--- src/hw/kpe_pkg.sv ---
package kpe_pkg;

  // ****************************************
  // Timing
  // ****************************************
  localparam int CLK_HZ = 125000000;            // System clock rate
  localparam int DEBOUNCE_MS = 200;             // Key contact debounce time
  localparam int DEBOUNCE_CYC = DEBOUNCE_MS * (CLK_HZ / 1000);
  localparam int BLANK_S = 60;                  // Least auto-blank time
  localparam longint BLANK_CYC = longint'(BLANK_S) * longint'(CLK_HZ);
  localparam int TICK_MS_CYC = CLK_HZ / 1000;   // Cycles per millisecond tick

  // ****************************************
  // Key codes
  // ****************************************
  localparam logic [3:0] KEY_CLEAR = 4'hA;      // Blank display, abort sequence
  localparam logic [3:0] KEY_ENTER = 4'hB;      // Commit entered value
  localparam logic [3:0] KEY_PFREQ = 4'hC;      // Present frequency
  localparam logic [3:0] KEY_PPER = 4'hD;       // Present period
  localparam logic [3:0] KEY_SCALED = 4'h8;     // Dual: scaled frequency / 8
  localparam logic [3:0] KEY_MAXF = 4'h9;       // Dual: maximum frequency / 9
  localparam logic [3:0] KEY_ACCEL = 4'h1;      // Dual: accel time / 1
  localparam logic [3:0] KEY_DECEL = 4'h2;      // Dual: decel time / 2
  localparam logic [3:0] KEY_DESF = 4'hE;       // Desired frequency
  localparam logic [3:0] KEY_DESP = 4'hF;       // Desired period
  localparam logic [3:0] KEY_SCALE = 4'h3;      // Dual: scale factor / 3
  localparam logic [3:0] DIGIT_MAX = 4'h9;      // Highest digit code

  // ****************************************
  // Parameter identifiers and digit counts
  // ****************************************
  typedef enum logic [2:0] {
    KPE_P_NONE, KPE_P_MAXF, KPE_P_DESIRED, KPE_P_ACCEL, KPE_P_DECEL, KPE_P_SCALE
  } kpe_param_t;

  localparam logic [2:0] DIGITS_TIME = 3'h2;    // Accel / decel
  localparam logic [2:0] DIGITS_SCALE = 3'h4;   // Scale factor
  localparam logic [2:0] DIGITS_FREQ = 3'h5;    // Frequency / period

  // ****************************************
  // Display messages
  // ****************************************
  typedef enum logic [3:0] {
    KPE_M_BLANK, KPE_M_STOP, KPE_M_RESET, KPE_M_ERROR, KPE_M_PARAM,
    KPE_M_ENTRY, KPE_M_PRESENT, KPE_M_SCALED, KPE_M_USE_DF, KPE_M_USE_DP
  } kpe_msg_t;

  // Display contents carrier
  typedef struct packed {
    kpe_msg_t msg;          // Message shown
    kpe_param_t param;      // Parameter shown or being entered
    logic [19:0] digits;    // Five BCD digits, left first
    logic [4:0] bar_mask;   // Prompting bar per position, left first
    logic period_view;      // Present value shown as period
  } kpe_disp_t;

  // Parameter commit carrier
  typedef struct packed {
    logic valid;            // One-cycle commit strobe
    kpe_param_t param;      // Target parameter
    logic [19:0] value;     // BCD value, left aligned
  } kpe_commit_t;

  localparam logic [19:0] DIGITS_ZERO = 20'h00000; // Empty digit field
endpackage : kpe_pkg

--- src/hw/kpe_debounce.sv ---
// Debounces the 16-key matrix state into one event per press, or one event for the lowest key when presses are accepted together
module kpe_debounce #(
  parameter int DEBOUNCE_CYCLES = kpe_pkg::DEBOUNCE_CYC // Stable cycles per accepted change
) (
  // Clock and reset
  input wire logic clk_sys,
  input wire logic rst_b,
  // Raw key contacts, one bit per key
  input wire logic [15:0] key_raw,
  // Key event
  output logic key_evt,
  output logic [3:0] key_code
);

  // ****************************************
  // Synchroniser and filter
  // ****************************************
  logic [15:0] sync1_reg;       // First stage, read only by second
  logic [15:0] sync2_reg;       // Synchronised contacts
  logic [15:0] stable_reg;      // Debounced contact state
  logic [31:0] cnt_reg;         // Stability counter
  logic [15:0] cand_reg;        // Candidate state

  // Two-stage synchroniser
  always_ff @(posedge clk_sys or negedge rst_b) begin
    if (!rst_b) begin
      sync1_reg <= 16'h0000;
      sync2_reg <= 16'h0000;
    end else begin
      sync1_reg <= key_raw;
      sync2_reg <= sync1_reg;
    end
  end

  // Accept a new contact state only after it stands for the debounce time
  always_ff @(posedge clk_sys or negedge rst_b) begin
    if (!rst_b) begin
      cand_reg <= 16'h0000;
      cnt_reg <= 32'h0000_0000;
      stable_reg <= 16'h0000;
    end else if (sync2_reg != cand_reg) begin
      cand_reg <= sync2_reg;
      cnt_reg <= 32'h0000_0000;
    end else if (cnt_reg < 32'(DEBOUNCE_CYCLES)) begin
      cnt_reg <= cnt_reg + 32'h0000_0001;
    end else begin
      stable_reg <= cand_reg;
    end
  end

  // Lowest newly pressed key
  function automatic logic [4:0] first_set(input logic [15:0] v);
    first_set = 5'h10;
    for (int i = 15; i >= 0; i--) begin
      if (v[i]) begin
        first_set = 5'(i);
      end
    end
  endfunction

  logic [15:0] prev_reg;        // Debounced state last cycle
  logic [4:0] hit;              // Index of new press, 16 if none

  always_comb begin
    hit = first_set(stable_reg & ~prev_reg);
  end

  // One event per debounced change with new presses, for the lowest key
  always_ff @(posedge clk_sys or negedge rst_b) begin
    if (!rst_b) begin
      prev_reg <= 16'h0000;
      key_evt <= 1'b0;
      key_code <= 4'h0;
    end else begin
      prev_reg <= stable_reg;
      key_evt <= ~hit[4];
      key_code <= hit[3:0];
    end
  end

endmodule // kpe_debounce

--- src/hw/kpe_keypad.sv ---
// Operation
// Power-up with run open shows STOP, ready
// Power-up with run closed shows RESET
// RESET holds keypad, output until release; any key also ends the hold here
// Sixteen keys: ten digits plus commands
// Dual key first is command, later digit
// Function key on clear display shows value
// Each parameter needs fixed 2/4/5 digits
// Bars mark positions still needing digits
// Wrong digit count rejects, value kept
// Improper sequence shows diagnostic message
// Idle timeout blanks display like CLEAR; never during digit entry here
// Ramping with no entry shows present value
// CLEAR blanks, ramp display takes precedence
// CLEAR aborts sequence, back to start
// Operator presses CLEAR before dual key
// Mode jumper selects frequency or period
// Present key restores status after blank
// Value committed only on ENTER
// Digit as first key shows ERROR
// Debounce gives one event per press; presses accepted together give one event here
module kpe_keypad #(
  parameter longint BLANK_CYCLES = kpe_pkg::BLANK_CYC,
  parameter int DEBOUNCE_CYCLES = kpe_pkg::DEBOUNCE_CYC
) (
  // Clock and reset
  input wire logic clk_sys,
  input wire logic rst_b,
  // Keypad contacts
  input wire logic [15:0] key_raw,
  // External contacts and straps
  input wire logic run_contact,
  input wire logic reference_mode_jumper,
  // Status from the ramp engine
  input wire logic ramping,
  input wire logic [19:0] present_value,
  input wire logic [19:0] param_value,
  // Display and indicators
  output kpe_pkg::kpe_disp_t disp,
  output logic ready_led,
  output logic output_enable,
  output logic freq_mode,
  output kpe_pkg::kpe_param_t view_param,
  // Parameter commit
  output kpe_pkg::kpe_commit_t commit
);

  // ****************************************
  // Input conditioning
  // ****************************************
  logic run_s1_reg;             // First stage, read only by second
  logic run_reg;                // Synchronised run contact
  logic jmp_s1_reg;             // First stage, read only by second
  logic jmp_reg;                // Synchronised jumper
  logic [1:0] settle_reg;       // Fills once the synchronisers hold real levels
  logic key_evt;                // One debounced press
  logic [3:0] key_code;         // Code of that press

  // Two-stage synchronisers for contacts and jumper
  always_ff @(posedge clk_sys or negedge rst_b) begin
    if (!rst_b) begin
      run_s1_reg <= 1'b0;
      run_reg <= 1'b0;
      jmp_s1_reg <= 1'b1;
      jmp_reg <= 1'b1;
      settle_reg <= 2'h0;
    end else begin
      run_s1_reg <= run_contact;
      run_reg <= run_s1_reg;
      jmp_s1_reg <= reference_mode_jumper;
      jmp_reg <= jmp_s1_reg;
      settle_reg <= {settle_reg[0], 1'b1};
    end
  end

  // Key debounce and event generation
  kpe_debounce #(.DEBOUNCE_CYCLES(DEBOUNCE_CYCLES)) u_debounce (
    .clk_sys(clk_sys),
    .rst_b(rst_b),
    .key_raw(key_raw),
    .key_evt(key_evt),
    .key_code(key_code)
  );

  // ****************************************
  // Decoding helpers
  // ****************************************
  // Command meaning of a key pressed first
  function automatic kpe_pkg::kpe_param_t cmd_param(input logic [3:0] k);
    case (k)
      kpe_pkg::KEY_MAXF: cmd_param = kpe_pkg::KPE_P_MAXF;
      kpe_pkg::KEY_ACCEL: cmd_param = kpe_pkg::KPE_P_ACCEL;
      kpe_pkg::KEY_DECEL: cmd_param = kpe_pkg::KPE_P_DECEL;
      kpe_pkg::KEY_SCALE: cmd_param = kpe_pkg::KPE_P_SCALE;
      kpe_pkg::KEY_DESF: cmd_param = kpe_pkg::KPE_P_DESIRED;
      kpe_pkg::KEY_DESP: cmd_param = kpe_pkg::KPE_P_DESIRED;
      default: cmd_param = kpe_pkg::KPE_P_NONE;
    endcase
  endfunction

  // Digits required for each parameter
  function automatic logic [2:0] digits_for(input kpe_pkg::kpe_param_t p);
    case (p)
      kpe_pkg::KPE_P_ACCEL: digits_for = kpe_pkg::DIGITS_TIME;
      kpe_pkg::KPE_P_DECEL: digits_for = kpe_pkg::DIGITS_TIME;
      kpe_pkg::KPE_P_SCALE: digits_for = kpe_pkg::DIGITS_SCALE;
      default: digits_for = kpe_pkg::DIGITS_FREQ;
    endcase
  endfunction

  // Bars over positions in [cnt, need)
  function automatic logic [4:0] bars(input logic [2:0] cnt, input logic [2:0] need);
    bars = 5'h00;
    for (int i = 0; i < 5; i++) begin
      if ((3'(i) >= cnt) && (3'(i) < need)) begin
        bars[4 - i] = 1'b1;
      end
    end
  endfunction

  // ****************************************
  // Sequence state
  // ****************************************
  typedef enum logic [2:0] {
    KPE_S_POWERUP, KPE_S_HELD, KPE_S_IDLE, KPE_S_SHOW, KPE_S_ENTRY, KPE_S_ERROR
  } kpe_state_t;

  kpe_state_t state_reg;        // Interpreter state
  kpe_pkg::kpe_param_t param_reg; // Parameter in view or entry
  logic [2:0] cnt_reg;          // Digits keyed so far
  logic [19:0] buf_reg;         // Digits keyed, left aligned
  kpe_pkg::kpe_msg_t msg_reg;   // Message when not in entry
  logic [63:0] idle_reg;        // Cycles since last key
  logic is_digit;               // Key is a digit
  logic is_first;               // No sequence in progress
  logic blank_now;              // Idle timeout reached

  assign is_digit = key_code <= kpe_pkg::DIGIT_MAX;
  assign is_first = (state_reg != KPE_S_ENTRY) &&
                    !((state_reg == KPE_S_SHOW) && (param_reg != kpe_pkg::KPE_P_NONE));
  assign blank_now = idle_reg >= 64'(BLANK_CYCLES);

  // Idle timer for auto-blanking
  always_ff @(posedge clk_sys or negedge rst_b) begin
    if (!rst_b) begin
      idle_reg <= 64'h0;
    end else if (key_evt) begin
      idle_reg <= 64'h0;
    end else if (!blank_now) begin
      idle_reg <= idle_reg + 64'h1;
    end
  end

  // Key sequence interpreter
  always_ff @(posedge clk_sys or negedge rst_b) begin
    if (!rst_b) begin
      state_reg <= KPE_S_POWERUP;
      param_reg <= kpe_pkg::KPE_P_NONE;
      cnt_reg <= 3'h0;
      buf_reg <= kpe_pkg::DIGITS_ZERO;
      msg_reg <= kpe_pkg::KPE_M_BLANK;
    end else begin
      case (state_reg)
        // Status at power-up, once contacts are synchronised
        KPE_S_POWERUP: begin
          if (!settle_reg[1]) begin
            state_reg <= KPE_S_POWERUP; // Run contact not yet through both stages
          end else if (run_reg) begin
            state_reg <= KPE_S_HELD;
            msg_reg <= kpe_pkg::KPE_M_RESET;
          end else begin
            state_reg <= KPE_S_SHOW;
            msg_reg <= kpe_pkg::KPE_M_STOP;
          end
        end
        // Held until contact opens or any key
        KPE_S_HELD: begin
          if (!run_reg || key_evt) begin
            state_reg <= KPE_S_SHOW;
            msg_reg <= kpe_pkg::KPE_M_STOP;
          end
        end
        default: begin
          if (key_evt && (key_code == kpe_pkg::KEY_CLEAR)) begin
            state_reg <= KPE_S_IDLE;
            param_reg <= kpe_pkg::KPE_P_NONE;
            cnt_reg <= 3'h0;
            msg_reg <= kpe_pkg::KPE_M_BLANK;
          end else if (key_evt && (key_code == kpe_pkg::KEY_ENTER)) begin
            if ((state_reg == KPE_S_ENTRY) && (cnt_reg == digits_for(param_reg))) begin
              state_reg <= KPE_S_IDLE;
              msg_reg <= kpe_pkg::KPE_M_BLANK;
            end else begin
              state_reg <= KPE_S_ERROR;
              msg_reg <= kpe_pkg::KPE_M_ERROR;
            end
            param_reg <= kpe_pkg::KPE_P_NONE;
            cnt_reg <= 3'h0;
          end else if (key_evt && is_first) begin
            if ((key_code == kpe_pkg::KEY_PFREQ) || (key_code == kpe_pkg::KEY_PPER)) begin
              state_reg <= KPE_S_SHOW;
              param_reg <= kpe_pkg::KPE_P_NONE;
              msg_reg <= run_reg ? kpe_pkg::KPE_M_PRESENT : kpe_pkg::KPE_M_STOP;
            end else if (key_code == kpe_pkg::KEY_SCALED) begin
              state_reg <= KPE_S_SHOW;
              param_reg <= kpe_pkg::KPE_P_NONE;
              msg_reg <= run_reg ? kpe_pkg::KPE_M_SCALED : kpe_pkg::KPE_M_STOP;
            end else if ((key_code == kpe_pkg::KEY_DESP) && jmp_reg) begin
              state_reg <= KPE_S_ERROR;
              msg_reg <= kpe_pkg::KPE_M_USE_DF;
            end else if ((key_code == kpe_pkg::KEY_DESF) && !jmp_reg) begin
              state_reg <= KPE_S_ERROR;
              msg_reg <= kpe_pkg::KPE_M_USE_DP;
            end else if (cmd_param(key_code) != kpe_pkg::KPE_P_NONE) begin
              state_reg <= KPE_S_SHOW;
              param_reg <= cmd_param(key_code);
              msg_reg <= kpe_pkg::KPE_M_PARAM;
            end else begin
              state_reg <= KPE_S_ERROR;
              msg_reg <= kpe_pkg::KPE_M_ERROR;
            end
          end else if (key_evt && is_digit) begin
            // Later keys are digits; too many is an error
            if (cnt_reg >= digits_for(param_reg)) begin
              state_reg <= KPE_S_ERROR;
              param_reg <= kpe_pkg::KPE_P_NONE;
              cnt_reg <= 3'h0;
              msg_reg <= kpe_pkg::KPE_M_ERROR;
            end else begin
              state_reg <= KPE_S_ENTRY;
              cnt_reg <= cnt_reg + 3'h1;
              buf_reg <= (cnt_reg == 3'h0) ? {key_code, 16'h0000} :
                         (buf_reg | ({key_code, 16'h0000} >> (5'(cnt_reg) * 5'h04)));
            end
          end else if (key_evt) begin
            state_reg <= KPE_S_ERROR;
            param_reg <= kpe_pkg::KPE_P_NONE;
            cnt_reg <= 3'h0;
            msg_reg <= kpe_pkg::KPE_M_ERROR;
          end else if (blank_now && (state_reg != KPE_S_ENTRY)) begin
            state_reg <= KPE_S_IDLE;
            param_reg <= kpe_pkg::KPE_P_NONE;
            msg_reg <= kpe_pkg::KPE_M_BLANK;
          end
        end
      endcase
    end
  end

  // ****************************************
  // Outputs
  // ****************************************
  // Parameter commit strobe on good ENTER
  always_ff @(posedge clk_sys or negedge rst_b) begin
    if (!rst_b) begin
      commit <= '0;
    end else begin
      commit.valid <= key_evt && (key_code == kpe_pkg::KEY_ENTER) &&
                      (state_reg == KPE_S_ENTRY) &&
                      (cnt_reg == digits_for(param_reg));
      commit.param <= param_reg;
      commit.value <= buf_reg;
    end
  end

  // Display image
  always_ff @(posedge clk_sys or negedge rst_b) begin
    if (!rst_b) begin
      disp <= '0;
    end else begin
      disp.param <= param_reg;
      disp.period_view <= !jmp_reg;
      if (state_reg == KPE_S_ENTRY) begin
        disp.msg <= kpe_pkg::KPE_M_ENTRY;
        disp.digits <= buf_reg;
        disp.bar_mask <= bars(cnt_reg, digits_for(param_reg));
      end else if (ramping && ((msg_reg == kpe_pkg::KPE_M_BLANK) ||
                               (msg_reg == kpe_pkg::KPE_M_STOP))) begin
        disp.msg <= kpe_pkg::KPE_M_PRESENT;
        disp.digits <= present_value;
        disp.bar_mask <= 5'h00;
      end else begin
        disp.msg <= msg_reg;
        disp.digits <= (msg_reg == kpe_pkg::KPE_M_PARAM) ? param_value : present_value;
        disp.bar_mask <= 5'h00;
      end
    end
  end

  // Indicators and interlock
  always_ff @(posedge clk_sys or negedge rst_b) begin
    if (!rst_b) begin
      ready_led <= 1'b0;
      output_enable <= 1'b0;
      freq_mode <= 1'b1;
    end else begin
      ready_led <= (state_reg != KPE_S_POWERUP);
      output_enable <= (state_reg != KPE_S_POWERUP) && (state_reg != KPE_S_HELD);
      freq_mode <= jmp_reg;
    end
  end

  assign view_param = param_reg;

endmodule // kpe_keypad

--- config.mk ---
export PLATFORM = sky130hd
export DESIGN_NAME = kpe_keypad
export DESIGN_NICKNAME = d
export VERILOG_FILES = /design/src/hw/kpe_pkg.sv /design/src/hw/kpe_debounce.sv /design/src/hw/kpe_keypad.sv
export SDC_FILE = /design/constraint.sdc
export NUM_CORES = 1
export LEC_CHECK = 0
export BUFFER_PORTS_ARGS = -buffer_cell sky130_fd_sc_hd__buf_2
export CAP_MARGIN = 40
export CORE_MARGIN = 2
export CORE_UTILIZATION = 27
export CTS_CLUSTER_DIAMETER = 60
export DETAILED_ROUTE_END_ITERATION = 8
export GPL_TIMING_DRIVEN = 0
export SLEW_MARGIN = 5
export SYNTH_ARGS = -nofsm -noshare
export SYNTH_HDL_FRONTEND = slang
export SYNTH_HIERARCHICAL = 1
export SYNTH_SLANG_ARGS = --single-unit
--- constraint.sdc ---
create_clock -name clk_sys -period 6.2 [get_ports clk_sys]
set_input_delay 1.24 -clock clk_sys [delete_from_list [all_inputs] [get_ports clk_sys]]
set_output_delay 1.24 -clock clk_sys [all_outputs]
set_load 0.005 [all_outputs]
==> results by group <==
Flow run
  – Max cap viols: 0

Yosys
  – Mapped Cells: 994
  – FFs w/ async S/R, synth: 1.00
  – Ys Warns: 6
  – Sequential area share after synthesis: 0.611
  – Syn_nets: 1067
  – Area of the mapped netlist: 0.0113 mm²
  – Syn avg cell area: 11.4 µm²
  – Netlist cell types: 67
  – Top_reg_cell synth: dfrtp_1
  – FF+latch count, synth: 277
  – Post-synth EDFFs: 0

Global routing
  – First-pass GRT wire length: 39.0 mm
  – Vias in the first global route: 7631
  – Largest net degree at the start of global routing: 115
  – Tot GR Track Use: 0.108
  – Initial antenna violation count: 0
  – Congestion Overflow GR: 0

Die
  – Initial core utilization: 0.272
  – IO Pins: 124
  – Die width: 209 µm
  – Die Span Y: 209 µm
  – Area of the core: 0.0417 mm²
  – DIE AREA: 0.0437 mm²
  – Row count: 75

STA
  – Final Skew: 13.4 ps
  – Top achievable clock speed: 299 MHz
  – Final critical-path share of the clock period: 0.539
  – Setup violation total in the final timing report: 0
  – RSZ-0062 raised after global routing: no
  – Rel. slew slack: 0.418
  – Final hold violations: 0
  – Final Worst Setup Slack: 2860 ps
  – Worst-margin pin slew: 874 ps
  – Tmin final: 3340 ps
  – Final setup TNS: 0 ps
  – Slew Viols, Final: 0

Finish
  – Final Util: 0.331
  – Layout cells sized above 1: 0.198
  – Most frequent cells in the layout: dfrtp_1 (274), buf_2 (129), nor2_1 (99)
  – Finished Layout Cells: 1713
  – Area Overhead vs Synth: 21.5%
  – Commonest non-fill, non-tap cell in the layout: dfrtp_1
  – Final net count: 1224
  – Max reg flops: 64
  – N_diodes: 0

Hold path
  – Worst Hold Class: flip-flop to flip-flop
  – Hold path depth: 0

Route
  – Wire length per cell: 13.6 µm
  – Pre-Repair DR Iteration Count: 4
  – DRT antenna net count: 0
  – Post-Route WL: 23.3 mm
  – Initial DRC Count: 423
  – Vias per std cell: 4.52
  – Via count: 7749
  – Post-route DRC violation count: 0

Clocking
  – Reg clk slew, reported paths: 60 ps
  – H-Tree Depth: 1
  – TritonCTS Buffers: 30
  – CTS tree: done
  – Sink Count: 277
  – Clk Latency, worst-skew pair: 560 ps
  – Setup Buffers After CTS: 0
  – Clk root buf: clkbuf_16
  – Post-cts hold buffer count: 0
  – CTS max path bufs: 3
  – Post-CTS Resized: 0

Placed design
  – PortBufs: 123
  – Placed cell count: 1658
  – Post-Place Worst Slack: 2880 ps
  – GP Congestion: 0.774
  – DP HPWL: 16.1 mm

Critical path
  – Crit. End Element: flip-flop
  – Critical path fanouts, max: 7
  – Worst Reg-to-Reg Cells: 12
  – CP arrival: 3780 ps
  – Critical Path RT: 6630 ps
  – Setup Crit Path Kind: flip-flop to flip-flop
  – Startpoint types: flip-flop

Power
  – PwrDens: 288 mW/mm²
  – Leakage Power: 6.41 nW
  – VDD IR max: 0.222 mV

Outcome
  – Outcome: complete, no violations
## area by class of cell
class,instances,area [µm²]
clock inverters,16,203
multi-input cells,639,4070
fillers,4209,27900
plain buffers,56,250
clock buffers,39,876
repair buffers,125,681
well taps,539,674
inverters,22,82.6
flip-flops and latches,277,6940
## metal layers
metal	GRT usage	vias to the layer above	routed length [µm]
li1	-	3732	-
met1	0.153	3811	11200
met2	0.166	167	10500
met3	0.0225	39	1140
met4	0.0278	0	495
met5	0	-	0
## Yosys cell counts, types with 20 or more instances
cell	number	area, µm²
a21oi_1	44	220
and3_1	20	125
clkbuf_1	43	161
dfrtp_1	274	6860
inv_1	22	82.6
mux2i_1	20	200
nand2_1	65	244
nand3_1	31	155
nand4_1	26	163
nor2_1	99	372
nor2b_1	52	325
nor3_1	20	100
o21ai_0	46	230
xor2_1	44	385
## logic make-up after synthesis
group,synth area share
AOI/OAI and AO/OA,0.0694
xor gates and xnor gates,0.0402
adders and majority gates,0.0132
buffers and inverters,0.0293
DFF,0.611
muxes,0.0438
other,0.000331
and+or+nand+nor,0.192
## critical path, stage by stage (launching register included)
cell       delay (ps)
dfrtp_1           500
nand2_1            80
o21ai_0           360
inv_1              90
ha_1              230
nand2b_1          180
ha_1              310
o21ai_0            70
o2111ai_1         390
nor2_1            200
a211oi_1          270
o21ai_1           190
mux2_1            360
## through the flow
stage / area, µm² / power (W) / hold WS, ps
global placement: 12600 / 0.00211 / 332
global route: 13800 / 0.00414 / 353
floorplan: 11300 / 0.00201 / 331
finish: 13800 / 0.00397 / 342
CTS: 13800 / 0.00404 / 346
detailed placement: 12700 / 0.00212 / 335
## path summary, 6_finish.rpt
| check | slack, ps | end | startpoint |
|---|---|---|---|
| max | 2860 | view_param[0]$_DFFE_PN0P_ | view_param[1]$_DFFE_PN0P_ |
| min | 340 | settle_reg[1]$_DFF_PN0_ | settle_reg[0]$_DFF_PN0_ |
| max reg2reg | 2860 | view_param[0]$_DFFE_PN0P_ | view_param[1]$_DFFE_PN0P_ |
| min reg2reg | 340 | settle_reg[1]$_DFF_PN0_ | settle_reg[0]$_DFF_PN0_ |
| max in group asynchronous | 4590 | msg_reg[2]$_DFFE_PN0P_ | rst_b |
| min in group asynchronous | 640 | u_debounce/cnt_reg[7]$_DFFE_PN0N_ | rst_b |
## power breakdown
| group | leakage [nW] | switching [W] | internal [W] |
|---|---|---|---|
| logic | 2.21 | 0.000118 | 0.0000805 |
| clock network | 0.538 | 0.000724 | 0.00116 |
| registers | 3.66 | 0.0000280 | 0.00186 |
| total | 6.41 | 0.000870 | 0.00310 |
No activity file was read; power rests on OpenSTA's default activity.
